===== src/poc_pkg.sv =====
package poc_pkg;

    // Register offsets on the CPU I/O bus
    localparam logic [5:0] ADDR_CTRL_A   = 6'h30;
    localparam logic [5:0] ADDR_HI_LATCH = 6'h20;
    localparam logic [5:0] ADDR_COUNT    = 6'h21;
    localparam logic [5:0] ADDR_CMP_BASE = 6'h22;

    // Field positions in pwm_output_control_a
    localparam int BIT_OM_A_HI = 7;
    localparam int BIT_OM_A_LO = 6;
    localparam int BIT_OM_B_HI = 5;
    localparam int BIT_OM_B_LO = 4;
    localparam int BIT_FORCE_A = 3;
    localparam int BIT_FORCE_B = 2;
    localparam int BIT_PWM_A   = 1;
    localparam int BIT_PWM_B   = 0;

    localparam logic [7:0] CTRL_A_RESET  = 8'h00;
    // Force bits are strobes and never stored
    localparam logic [7:0] CTRL_A_STORED = 8'hf3;

    // Output-mode codes
    localparam logic [1:0] OM_OFF    = 2'h0;
    localparam logic [1:0] OM_TOGGLE = 2'h1;
    localparam logic [1:0] OM_CLEAR  = 2'h2;
    localparam logic [1:0] OM_SET    = 2'h3;

    localparam logic [9:0] COUNT_BOTTOM = 10'h000;

    typedef enum logic [2:0] {
        MODE_NON_PWM    = 3'h0,
        MODE_FAST       = 3'h1,
        MODE_PHASE      = 3'h2,
        MODE_SIX_SINGLE = 3'h3,
        MODE_SIX_DUAL   = 3'h4
    } poc_mode_e;

endpackage : poc_pkg


===== src/poc_top.sv =====
// Behaviour
// - One two-bit latch shared by all wide registers
// - Low write loads latch+byte; low read fills latch
// - Every wide low-byte read, counter or compare, fills latch
// - Latch survives low-byte writes for reuse
// - Nonzero mode A takes over pin from port
// - Complement pin only in PWM with code 01
// - Pin driver enabled only by direction bit
// - PWM enable and waveform bits select mode
// - Non-PWM: off, toggle, clear, set on match
// - Fast PWM, codes 01/10: clear on match, set at zero; 11 inverts
// - Phase PWM, codes 01/10: clear up-match, set down-match; 11 inverts
// - Six-output: waveform A drives every pin
// - Single-slope six-output like fast; 00 disconnects
// - Dual-slope six-output like phase; 00 disconnects
// - Six-output pin gated by its override enable
`timescale 1ns/100ps
`default_nettype none
module poc_top #(
    parameter int NUM_CMP = 4
) (
    input  wire logic       ref_clk,
    input  wire logic       rst_b,
    input  wire logic [5:0] io_addr,
    input  wire logic [7:0] io_wdata,
    input  wire logic       io_we,
    input  wire logic       io_re,
    output logic      [7:0] io_rdata,
    input  wire logic       waveform_sel_lo,
    input  wire logic       waveform_sel_hi,
    input  wire logic [5:0] pin_override_enables,
    input  wire logic       timer_tick,
    input  wire logic [9:0] timer_count_value,
    input  wire logic       count_down,
    input  wire logic [5:0] port_data,
    input  wire logic [5:0] port_dir,
    output logic            count_load,
    output logic      [9:0] count_load_value,
    output logic      [5:0] compare_out_pins,
    output logic      [5:0] pin_oe,
    output logic      [5:0] pin_function_override
);
    typedef struct packed {
        logic [7:0]               ctrl;
        logic [1:0]               hi_latch;
        logic [NUM_CMP-1:0][9:0]  cmp;
        logic [7:0]               rdata;
        logic                     load;
        logic [9:0]               load_val;
        logic [5:0]               pin_val;
        logic [5:0]               pin_oe;
        logic [5:0]               pin_ovr;
    } poc_top_s;

    poc_top_s           state;
    poc_top_s           next_state;
    logic         [7:0] ctrl_eff;
    logic         [1:0] om_a;
    logic         [1:0] om_b;
    poc_pkg::poc_mode_e mode_a;
    poc_pkg::poc_mode_e mode_b;
    logic               ctrl_wr;
    logic               match_a;
    logic               match_b;
    logic               at_bottom;
    logic               wave_a;
    logic               wave_b;
    logic         [5:0] conn;
    logic         [5:0] val;

    function automatic poc_pkg::poc_mode_e mode_of(input logic pwm_en,
                                                   input logic wsel_hi,
                                                   input logic wsel_lo);
        if (!pwm_en) begin
            mode_of = poc_pkg::MODE_NON_PWM;
        end else if (wsel_hi) begin
            mode_of = wsel_lo ? poc_pkg::MODE_SIX_DUAL
                              : poc_pkg::MODE_SIX_SINGLE;
        end else begin
            mode_of = wsel_lo ? poc_pkg::MODE_PHASE : poc_pkg::MODE_FAST;
        end
    endfunction : mode_of

    function automatic logic is_six(input poc_pkg::poc_mode_e m);
        is_six = (m == poc_pkg::MODE_SIX_SINGLE)
              || (m == poc_pkg::MODE_SIX_DUAL);
    endfunction : is_six

    // Writes to the control register take effect in the same cycle,
    // so a force strobe sees the mode bits written alongside it
    assign ctrl_wr  = io_we && io_addr == poc_pkg::ADDR_CTRL_A;
    assign ctrl_eff = ctrl_wr ? (io_wdata & poc_pkg::CTRL_A_STORED)
                              : state.ctrl;
    assign om_a     = ctrl_eff[poc_pkg::BIT_OM_A_HI:poc_pkg::BIT_OM_A_LO];
    assign om_b     = ctrl_eff[poc_pkg::BIT_OM_B_HI:poc_pkg::BIT_OM_B_LO];
    assign mode_a   = mode_of(ctrl_eff[poc_pkg::BIT_PWM_A],
                              waveform_sel_hi, waveform_sel_lo);
    // Channel B has no six-output form of its own
    assign mode_b   = mode_of(ctrl_eff[poc_pkg::BIT_PWM_B],
                              1'b0, waveform_sel_lo);
    assign match_a   = timer_tick && timer_count_value == state.cmp[0];
    assign match_b   = timer_tick && timer_count_value == state.cmp[1];
    assign at_bottom = timer_tick
                    && timer_count_value == poc_pkg::COUNT_BOTTOM;

    poc_wave u_wave_a (
        .ref_clk     (ref_clk),
        .rst_b       (rst_b),
        .mode        (mode_a),
        .outmode     (om_a),
        .match       (match_a),
        .at_bottom   (at_bottom),
        .count_down  (count_down),
        .force_match (ctrl_wr && io_wdata[poc_pkg::BIT_FORCE_A]),
        .wave        (wave_a)
    );

    poc_wave u_wave_b (
        .ref_clk     (ref_clk),
        .rst_b       (rst_b),
        .mode        (mode_b),
        .outmode     (om_b),
        .match       (match_b),
        .at_bottom   (at_bottom),
        .count_down  (count_down),
        .force_match (ctrl_wr && io_wdata[poc_pkg::BIT_FORCE_B]),
        .wave        (wave_b)
    );

    always_comb begin
        conn = '0;
        val  = '0;
        if (is_six(mode_a)) begin
            for (int i = 0; i < 6; i++) begin
                conn[i] = (om_a != poc_pkg::OM_OFF)
                       && pin_override_enables[i];
                val[i]  = (i % 2 == 1) ? ~wave_a : wave_a;
            end
        end else begin
            conn[0] = (om_a != poc_pkg::OM_OFF);
            val[0]  = wave_a;
            conn[1] = (mode_a != poc_pkg::MODE_NON_PWM)
                   && (om_a == poc_pkg::OM_TOGGLE);
            val[1]  = ~wave_a;
            conn[2] = (om_b != poc_pkg::OM_OFF);
            val[2]  = wave_b;
            conn[3] = (mode_b != poc_pkg::MODE_NON_PWM)
                   && (om_b == poc_pkg::OM_TOGGLE);
            val[3]  = ~wave_b;
        end
    end

    always_comb begin
        next_state         = state;
        next_state.load    = 1'b0;
        next_state.pin_ovr = conn;
        next_state.pin_oe  = port_dir;
        for (int i = 0; i < 6; i++) begin
            next_state.pin_val[i] = conn[i] ? val[i] : port_data[i];
        end
        // Reads first; a write in the same cycle has the last word
        if (io_re) begin
            next_state.rdata = 8'h00;
            if (io_addr == poc_pkg::ADDR_CTRL_A) begin
                next_state.rdata = state.ctrl;
            end else if (io_addr == poc_pkg::ADDR_HI_LATCH) begin
                next_state.rdata = {6'h00, state.hi_latch};
            end else if (io_addr == poc_pkg::ADDR_COUNT) begin
                next_state.rdata    = timer_count_value[7:0];
                next_state.hi_latch = timer_count_value[9:8];
            end
            for (int k = 0; k < NUM_CMP; k++) begin
                if (io_addr == poc_pkg::ADDR_CMP_BASE + 6'(k)) begin
                    next_state.rdata    = state.cmp[k][7:0];
                    next_state.hi_latch = state.cmp[k][9:8];
                end
            end
        end
        // Of the writes only a direct one sets the latch; low writes reuse it
        if (io_we) begin
            if (ctrl_wr) begin
                next_state.ctrl = ctrl_eff;
            end else if (io_addr == poc_pkg::ADDR_HI_LATCH) begin
                next_state.hi_latch = io_wdata[1:0];
            end else if (io_addr == poc_pkg::ADDR_COUNT) begin
                next_state.load     = 1'b1;
                next_state.load_val = {state.hi_latch, io_wdata};
            end
            for (int k = 0; k < NUM_CMP; k++) begin
                if (io_addr == poc_pkg::ADDR_CMP_BASE + 6'(k)) begin
                    next_state.cmp[k] = {state.hi_latch, io_wdata};
                end
            end
        end
    end

    always_ff @(posedge ref_clk) begin
        if (!rst_b) begin
            state      <= '0;
            state.ctrl <= poc_pkg::CTRL_A_RESET;
        end else begin
            state <= next_state;
        end
    end

    assign io_rdata              = state.rdata;
    assign count_load            = state.load;
    assign count_load_value      = state.load_val;
    assign compare_out_pins      = state.pin_val;
    assign pin_oe                = state.pin_oe;
    assign pin_function_override = state.pin_ovr;
endmodule : poc_top
`default_nettype wire


===== src/poc_wave.sv =====
`timescale 1ns/100ps
`default_nettype none
module poc_wave (
    input  wire logic              ref_clk,
    input  wire logic              rst_b,
    input  wire poc_pkg::poc_mode_e mode,
    input  wire logic [1:0]        outmode,
    input  wire logic              match,
    input  wire logic              at_bottom,
    input  wire logic              count_down,
    input  wire logic              force_match,
    output logic                   wave
);
    typedef struct packed {
        logic wave;
    } poc_wave_s;

    poc_wave_s state;
    poc_wave_s next_state;

    assign wave = state.wave;

    always_comb begin
        next_state = state;
        case (mode)
            poc_pkg::MODE_NON_PWM: begin
                // Force acts as a match, only here
                if (match || force_match) begin
                    case (outmode)
                        poc_pkg::OM_TOGGLE: next_state.wave = ~state.wave;
                        poc_pkg::OM_CLEAR:  next_state.wave = 1'b0;
                        poc_pkg::OM_SET:    next_state.wave = 1'b1;
                        default:            next_state.wave = state.wave;
                    endcase
                end
            end
            poc_pkg::MODE_FAST, poc_pkg::MODE_SIX_SINGLE: begin
                // Match wins when compare value is zero
                if (outmode != poc_pkg::OM_OFF) begin
                    if (match) begin
                        next_state.wave = (outmode == poc_pkg::OM_SET);
                    end else if (at_bottom) begin
                        next_state.wave = (outmode != poc_pkg::OM_SET);
                    end
                end
            end
            poc_pkg::MODE_PHASE, poc_pkg::MODE_SIX_DUAL: begin
                if (outmode != poc_pkg::OM_OFF && match) begin
                    next_state.wave = count_down ?
                        (outmode != poc_pkg::OM_SET) :
                        (outmode == poc_pkg::OM_SET);
                end
            end
            default: next_state = state;
        endcase
    end

    always_ff @(posedge ref_clk) begin
        if (!rst_b) begin
            state <= '0;
        end else begin
            state <= next_state;
        end
    end
endmodule : poc_wave
`default_nettype wire


===== config.mk =====
export PLATFORM = sky130hd
export DESIGN_NAME = poc_top
export DESIGN_NICKNAME = d
export VERILOG_FILES = /design/src/poc_pkg.sv /design/src/poc_top.sv /design/src/poc_wave.sv
export SDC_FILE = /design/constraint.sdc
export NUM_CORES = 1
export LEC_CHECK = 0
export ABC_CLOCK_PERIOD_IN_PS = 7200
export BUFFER_PORTS_ARGS = -buffer_cell sky130_fd_sc_hd__buf_2
export CAP_MARGIN = 20
export CELL_PAD_IN_SITES_DETAIL_PLACEMENT = 0
export CELL_PAD_IN_SITES_GLOBAL_PLACEMENT = 1
export CORE_MARGIN = 2
export CORE_UTILIZATION = 45
export CTS_CLUSTER_SIZE = 12
export DETAILED_ROUTE_END_ITERATION = 6
export HOLD_SLACK_MARGIN = 0.05
export PLACE_DENSITY_LB_ADDON = 0.1
export SYNTH_ARGS = -nofsm -noshare
export SYNTH_HDL_FRONTEND = slang
export SYNTH_SLANG_ARGS = --single-unit

===== constraint.sdc =====
create_clock -name ref_clk -period 7.2 [get_ports ref_clk]
set_clock_uncertainty 0.2 [all_clocks]
set_input_delay 0.72 -clock ref_clk [delete_from_list [all_inputs] [get_ports ref_clk]]
set_output_delay 0.72 -clock ref_clk [all_outputs]
set_load 0.05 [all_outputs]

; ---- After elaboration in Yosys (flattened, before gate mapping)
; Cells that the tools add are included.
[word_totals]
regBits = 87
input_bits = 50
mem_bits_ro = 0
n_memories = 0
wordCells = 151
out_inout_bits = 37
latch_bits = 0
ram_bits = 0
[op_classes]
reduce_logical = 41
n_eq_ne = 35
addsub = 0
shift = 0
mul = 0
div_mod_pow = 0
muxes = 55
order_cmp = 0
bitwise_logic = 6
[ops]
columns = operator, count
row1 = 2-to-1 mux 8 bit, 8
row2 = "equality test 6 bit, second input constant", 7
row3 = 2-to-1 mux 42 bit, 1
row4 = 2-to-1 mux 10 bit, 4
row5 = 2-to-1 mux 2 bit, 14
row6 = equality test 10 bit, 2
row7 = 2-to-1 mux 1 bit, 18
row8 = logical AND 1 bit, 16
row9 = "equality test 2 bit, second input constant", 6
row10 = case mux 1 bit (3 select lines), 4
row11 = AND reduction 6 bit, 2
row12 = nonzero test 3 bit, 4
row13 = 2-to-1 mux 11 bit, 1
row14 = zero test 10 bit, 1
row15 = AND reduction 2 bit, 5
row16 = 2-to-1 mux 3 bit, 3
row17 = 2-to-1 mux 4 bit, 2
row18 = "inequality test 2 x 1 -> 1 bit, second input constant", 4
row19 = "inequality test 2 bit, second input constant", 4
row20 = "inequality test 4 x 3 -> 1 bit, second input constant", 2
row21 = OR reduction 2 bit, 4
row22 = "equality test 2 x 1 -> 1 bit, second input constant", 3
row23 = "equality test 3 x 2 -> 1 bit, second input constant", 2
row24 = zero test 3 bit, 2
row25 = 9 further kinds, 18

; ---- Logic depth before layout (Yosys ltp)
; Gate-level depths: netlist of the first run.
[depth]
word_depth = 12
depth_mapped = 8
depth_no_buf = 7

; ---- Modules after synthesis
; Synthesis of the first run repeated with hierarchy kept, for this count alone.
[hier_totals]
cells_unflattened = 542
area_unflattened_um2 = 4817.1
[by_module_without_submodules]
columns = module, n_inst, cells_per_inst, seq_area_each_um2, area_per_inst_um2
row1 = poc_top, 1, 488, 1701.6, 4406.7
row2 = poc_wave, 2, 27, 20.0, 205.2

; ---- Worst setup path after synthesis of the first run
; Ideal clock, no wire load.
[synth_path]
kind = input-to-reg
from = input io_addr[0]
to = register state, in the netlist compare_out_pins[1]
t_arrival_ps = 2479
n_path_buf = 1
slack_ps = 4393
stages = 7
setup_time_ps = 128
cell_sequence = or4b_1 buf_2 or4_4 and3_1 mux2i_1 mux2i_1 nor2_1
[synth_via]
elab_chain_len = 8
elab_cells_between_ends = 14
cone_classes = eq/ne (4) / mux (4) / reduce/logical (6)
[synth_lines]
columns = item, line
row1 = start: declaration, poc_top.sv:24  ; input wire logic [5:0] io_addr,
row2 = equality test 6 bit (*), poc_top.sv:91  ; assign ctrl_wr = io_we && io_addr == poc_pkg::ADDR_CTRL_A;
row3 = logical AND 1 bit (*), poc_top.sv:91
row4 = 2-to-1 mux 8 bit (*), poc_top.sv:92  ; assign ctrl_eff = ctrl_wr ? (io_wdata & poc_pkg::CTRL_A_STORED)
row5 = 2-to-1 mux 3 bit, poc_top.sv:74  ; if (!pwm_en) begin
row6 = "equality test 3 x 2 -> 1 bit, or another cell as far along", poc_top.sv:85  ; is_six = (m == poc_pkg::MODE_SIX_SINGLE)
row7 = logical OR 1 bit or logical AND 1 bit (tied branches), "poc_top.sv:86, poc_top.sv:143"
row8 = 2-to-1 mux 4 bit (*), poc_top.sv:133  ; if (is_six(mode_a)) begin
row9 = 2-to-1 mux 1 bit (*), poc_top.sv:159  ; next_state.pin_val[i] = conn[i] ? val[i] : port_data[i];
row10 = end signal: assignment, poc_top.sv:202  ; state <= next_state;
row11 = end: declaration, poc_top.sv:55  ; poc_top_s state;
; Every way passes the cells marked *; elsewhere a longest branch is shown, timed or not.
; A chain may end at the register's enable or synchronous reset.

; ---- Final worst setup path of the first run
; Ends and elaborated chain as after synthesis.

==> impl_metrics.env, run 1 <==
export IMPL_cts_reportedPaths_clkPinSlew_ns=0.09
export IMPL_antenna_found_initial=0
export IMPL_whs_ns=0.2594
export IMPL_dp_cells=670
export IMPL_critPathMaxFanout=22
export IMPL_row_count=36
export IMPL_setup_worst_path_start_class="input pin"
export IMPL_status="completed"
export IMPL_async_flop_share=0
export IMPL_synthTopCellsByArea="dfxtp_1 38%, mux2i_1 14%, nor2_1 6.1%"
export IMPL_antenna_left=0
export IMPL_cts_max_path_buffers=2
export IMPL_clock_sink_count=87
export IMPL_synth_warnings=0
export IMPL_p_switching_uw=265.1
export IMPL_antenna_cells=0
export IMPL_portBuffers=86
export IMPL_synth_largest_area_cell="dfxtp_1"
export IMPL_clockRootBuffer="clkbuf_8"
export IMPL_power_per_cell_area_nw_per_um2=199.4
export IMPL_die_h_um=104.4
export IMPL_area_growth_pct=9.981
export IMPL_slowest_stage="nor4b_1"
export IMPL_grt_overflow=0
export IMPL_viasPerCell=5.462
export IMPL_cts_buffers=9
export IMPL_ir_drop_mv=0.1246
export IMPL_fmax_mhz=327.5
export IMPL_ctsHoldBuffers=0
export IMPL_synthXorXnorAreaFrac=0.04246
export IMPL_ys_types=56
export IMPL_final_cell_mix="87 x dfxtp_1, 86 x buf_2, 74 x nor2_1"
export IMPL_gp_congestion=0.8519
export IMPL_crit_arrival_ns=3.09
export IMPL_cp_cell_sequence="buf_2 -> nor4b_1 -> nand3_1 -> a22oi_2 -> mux2i_1 -> mux2i_1 -> nor2_1"
export IMPL_track_usage=0.2212
export IMPL_drt_iter0_drc=148
export IMPL_synth_compound_area_frac=0.1326
export IMPL_clockPowerShare=0.396
export IMPL_final_net_count=599
export IMPL_cts_repair_resized=0
export IMPL_drt_total_wl_um=11940
export IMPL_cts_setup_buffers=0
export IMPL_setup_violations=0
export IMPL_power_share_switching=0.2663
export IMPL_core_area_um2=9774
export IMPL_criticalPathCategory="input pin to register"
export IMPL_grt_pass1_wl_um=18800
export IMPL_synth_enable_flop_cells=0
export IMPL_post_route_util=0.5106
export IMPL_timing_final_crit_period_ns=3.053
export IMPL_drc=0
export IMPL_syn_inst=517
export IMPL_dpl_hpwl_um=8414
export IMPL_wl_per_cell_um=17.40
export IMPL_finalCritPeriodShare=0.4240
export IMPL_clkLatencyLatePin_ns=0.37
export IMPL_drv_slew=0
export IMPL_grt_max_degree=71
export IMPL_reg2reg_setup_slack_ns=4.98
export IMPL_ys_flop_type="dfxtp_1"
export IMPL_yosysSeqAreaShare=0.3838
export IMPL_p_int_uw=730.3
export IMPL_rsz0062_at_grt="false"
export IMPL_drive_gt1_frac=0.2116
export IMPL_initial_utilization=0.4643
export IMPL_pwr_share_comb=0.111
export IMPL_relSlewSlack=0.3929
export IMPL_first_global_vias=3513
export IMPL_final_hold_violation_count=0
export IMPL_synth_top_family_by_area="simple AND/OR/NAND/NOR gates"
export IMPL_ys_ff_latch=87
export IMPL_crit_top_cell="mux2i_1"
export IMPL_syn_area_um2=4538
export IMPL_fp_dieW_um=104.4
export IMPL_nFillCells=974
export IMPL_critical_path_max_stage_delay_ns=0.70
export IMPL_synthMuxAreaShare=0.1558
export IMPL_tightest_slew_ns=0.9058
export IMPL_synth_top_area_share=0.3838
export IMPL_cp_end_kind="register"
export IMPL_synth_simple_gate_area_frac=0.1922
export IMPL_fin_cells=686
export IMPL_num_vias=3747
export IMPL_layout_commonest_cell="dfxtp_1"
export IMPL_finalSetupTns_ns=0
export IMPL_cap_violations=0
export IMPL_p_leak_uw=0.002284
export IMPL_seqPwrFrac=0.494
export IMPL_tritoncts="yes"
export IMPL_io_pins=87
export IMPL_synth_nets=568
export IMPL_crit_required_ns=7.24
export IMPL_hp_class="register to register"
export IMPL_syn_area_per_cell_um2=8.778
export IMPL_cts_htree_levels=3
export IMPL_synthAdderAreaFrac=0.002757
export IMPL_die_area_um2=10900
export IMPL_drt_first_pass_iters=4
-- area by class of cell --
class,instances,area [µm²],area share
Clock buffer,10,137.6,0.02758
Inverter,6,22.52,0.004512
Sequential cell,87,1742,0.3490
Multi-Input combinational cell,357,2391,0.4791
Clock inverter,6,93.84,0.01880
Timing Repair Buffer,87,437.9,0.08774
Tap cell,133,166.4,0.03334
-- registers in the layout, summed over array words and instances, names as in the netlist --
name                   flops
count_load                 1
io_rdata                   8
count_load_value          10
pin_function_override      6
u_wave_b.wave              1
state                     48
u_wave_a.wave              1
compare_out_pins           6
pin_oe                     6
-- per-stage QoR --
step | instance area (µm²) | worst slack (ns) | total power, µW
3_5_place_dp | 4760 | 3.812 | 612.9
6_report | 4991 | 4.147 | 995.4
3_3_place_gp | 4760 | 3.903 | 612.2
2_1_floorplan | 4538 | 4.393 | 581.4
4_1_cts | 4991 | 4.212 | 1004
5_1_grt | 4991 | 3.907 | 1035
-- synthesized netlist by cell type (all sizes together), types with 2 or more instances --
cell type	n
dfxtp	87
nor2	74
mux2i	65
buf	39
nand2	32
clkbuf	28
xnor2	20
nand3	17
o21ai	17
a21oi	16
and2	13
a221oi	9
a22oi	9
a31oi	8
nand2b	7
a211oi	6
inv	6
and3	5
nand4	5
a21o	4
nand3b	4
o221ai	4
mux2	3
nor2b	3
nor4b	3
a211o	2
a2bb2oi	2
nor3	2
o22ai	2
o31ai	2
or3	2
or3b	2
or4b	2
xor2	2
-- worst max-delay path: cells and delay by family --
kind            cells  cell delay, ns
simple gates        3            1.07
buf+inv             1            0.25
compound gates      1            0.51
mux                 2            0.54
-- layer usage --
metal / global-route usage / routed length (µm)
met3: 0.03195 / 499
met1: 0.2826 / 5485
met2: 0.3725 / 5704
met5: 0 / 0
met4: 0.09170 / 246
-- final timing paths --
check              from             endpoint  cells after the start
min reg2reg   state[76]            state[76]                      2
min           state[76]            state[76]                      2
max          io_addr[0]  compare_out_pins[1]                      7
max reg2reg   state[56]        u_wave_b.wave                      6
-- cell families after synthesis --
kind of cell	Yosys count
adders and majority gates	1
buffers and inverters	73
and+or+nand+nor	178
AOI/OAI and AO/OA	87
DFF	87
muxes	69
xor gates and xnor gates	22
-- power by group through the flow --
stage	sequential [µW]	combinational, µW	clock [µW]
floorplan	502	79.5	0
global placement	503	110	0
detailed placement	503	110	0
CTS	492	110	402
global route	493	118	425
finish	491	110	394
No activity file was read; power rests on OpenSTA's default activity.
==> run 2: changes to the inputs <==
- ABC_CLOCK_PERIOD_IN_PS: 7200 -> 3000
- CORE_UTILIZATION: 45 -> 42
- clock period: 7.2 -> 3 ns (I/O delays scaled with it)
==> run 2 against run 1 <==
Final cell count grew 4.4%. Hold slack lost 0.17 ns. Cell area grew 3.9%. Flip-flop and latch count is the same. Critical endpoint is now u_wave_a.wave. Highest routed layer unchanged.
==> impl_metrics.env, run 2 (synthesized netlist as in run 1, its figures left out) <==
export IMPL_final_cell_mix="87 x dfxtp_1, 86 x buf_2, 74 x nor2_1"
export IMPL_cap_violations=0
export IMPL_wl_per_cell_um=16.98
export IMPL_criticalPathCategory="input pin to register"
export IMPL_cts_htree_levels=3
export IMPL_slowest_stage="or3b_2"
export IMPL_crit_cells=8
export IMPL_final_hold_violation_count=0
export IMPL_setup_worst_path_start_class="input pin"
export IMPL_hp_class="input pin to register"
export IMPL_die_h_um=107.9
export IMPL_cts_reportedPaths_clkPinSlew_ns=0.10
export IMPL_crit_top_cell="a211oi_1"
export IMPL_dpl_hpwl_um=8926
export IMPL_antenna_left=0
export IMPL_critPathMaxFanout=12
export IMPL_nFillCells=1038
export IMPL_grt_pass1_wl_um=19240
export IMPL_crit_start="waveform_sel_lo"
export IMPL_drt_total_wl_um=12160
export IMPL_drc=0
export IMPL_fp_dieW_um=107.9
export IMPL_drv_slew=0
export IMPL_antenna_found_initial=0
export IMPL_clock_sink_count=87
export IMPL_layout_commonest_cell="dfxtp_1"
export IMPL_pre_cts_ws_ns=0.3203
export IMPL_timing_final_crit_period_ns=2.310
export IMPL_cts_max_path_buffers=2
export IMPL_cp_cell_sequence="buf_2 -> ha_1 -> or3b_2 -> a211oi_1 -> nand2b_1 -> a211oi_1 -> o2bb2a_4 -> a21oi_1"
export IMPL_crit_buf_inv=1
export IMPL_cp_end_kind="register"
export IMPL_row_count=37
export IMPL_finalCritPeriodShare=0.7700
export IMPL_relSlewSlack=0.4901
export IMPL_crit_arrival_ns=2.36
export IMPL_crit_required_ns=3.05
export IMPL_clockRootBuffer="clkbuf_8"
export IMPL_portBuffers=86
export IMPL_rr_worst_depth=6
export IMPL_core_area_um2=10420
export IMPL_cp_top_family="compound AO/OA/AOI/OAI gates"
export IMPL_critical_path_max_stage_delay_ns=0.52
export IMPL_regArea_um2=1742
export IMPL_drive_gt1_frac=0.2224
export IMPL_gp_congestion=0.7785
export IMPL_largest_register="state"
export IMPL_finalSetupTns_ns=0
export IMPL_track_usage=0.2143
export IMPL_viasPerCell=5.370
export IMPL_grt_max_degree=62
export IMPL_reg2reg_setup_slack_ns=0.93
export IMPL_die_area_um2=11650
export IMPL_report_power_total_uw=2246
export IMPL_rsz0062_at_grt="false"
export IMPL_fmax_mhz=432.9
export IMPL_post_route_util=0.4980
export IMPL_setup_violations=0
export IMPL_first_global_vias=3694
export IMPL_ir_drop_mv=0.2256
export IMPL_io_pins=87
export IMPL_antenna_cells=0
export IMPL_drt_iter0_drc=172
export IMPL_multiInputGateArea_um2=2386
export IMPL_area_growth_pct=14.31
export IMPL_clkLatencyLatePin_ns=0.36
export IMPL_setup_ws_ns=0.6899
export IMPL_status="completed"
export IMPL_tritoncts="yes"
export IMPL_tightest_slew_ns=0.7627
export IMPL_largest_reg_flops=48
export IMPL_r2r_end="u_wave_b.wave"
export IMPL_r2r_start="state[54]"
export IMPL_p_leak_uw=0.002390
export IMPL_final_net_count=626
export IMPL_power_per_cell_area_nw_per_um2=433.0
export IMPL_drt_first_pass_iters=4
export IMPL_initial_utilization=0.4357
export IMPL_grt_overflow=0
export IMPL_endpoint="u_wave_a.wave"
export IMPL_hold_depth=3
export IMPL_num_vias=3845
export IMPL_cts_buffers=9
run 2: cell count changes in the layout (fill, tap and decap cells not counted), sizes merged:
cell	change
buf	+13
clkbuf	-1
inv	+4
dlygate4sd3	+14
clkinv	-1
bufinv	-2
run 2: power breakdown:
group	internal, µW	switching (µW)
Combinational	103	182
Sequential	1170	8.32
Clock	313	469
run 2: tightest hold or removal path: stages:
cell and delay [ns]:
buf_2 0.17, nand3_1 0.09, a21oi_1 0.05
run 2: routing by layer:
metal | part of all wire | vias up | global-route usage
li1 | - | 1906 | -
met1 | 0.45 | 1808 | 0.2669
met2 | 0.48 | 118 | 0.3751
met3 | 0.054 | 13 | 0.04882
met4 | 0.014 | 0 | 0.05311
met5 | 0 | - | 0
run 2: area by class of cell:
cell class	count	share of cell area
Tap cell	136	0.03280
Multi-Input combinational cell	357	0.4600
Clock buffer	9	0.02388
Inverter	6	0.004342
Clock inverter	7	0.01061
Sequential cell	87	0.3357
Timing Repair Buffer	114	0.1327
run 2: how the worst min path moves through the flow:
stage | from | endpoint | slack (ns)
final | io_wdata[2] | state[59] | 0.09
after global routing | io_wdata[2] | state[59] | 0.09
after CTS | io_wdata[4] | state[83] | 0.08
after detailed placement | state[66] | state[66] | 0.25
after global placement | state[66] | state[66] | 0.24
after floorplan | port_dir[0] | pin_oe[0] | 0.23
run 2: per-stage QoR:
step / cell area, µm² / cells / hold slack, ns
2_1_floorplan: 4538 / 517 / 0.2273
3_3_place_gp: 4868 / 686 / 0.2444
3_5_place_dp: 4868 / 686 / 0.2475
4_1_cts: 5187 / 716 / 0.07956
5_1_grt: 5187 / 716 / 0.09032
6_report: 5187 / 716 / 0.09327
run 2: timing repair:
item	in CTS	in global routing
resized for setup	0	0
endpoints found under the setup margin	0	0
setup buffers	0	0
hold buffers	14	0
hold endpoints to repair	14	0
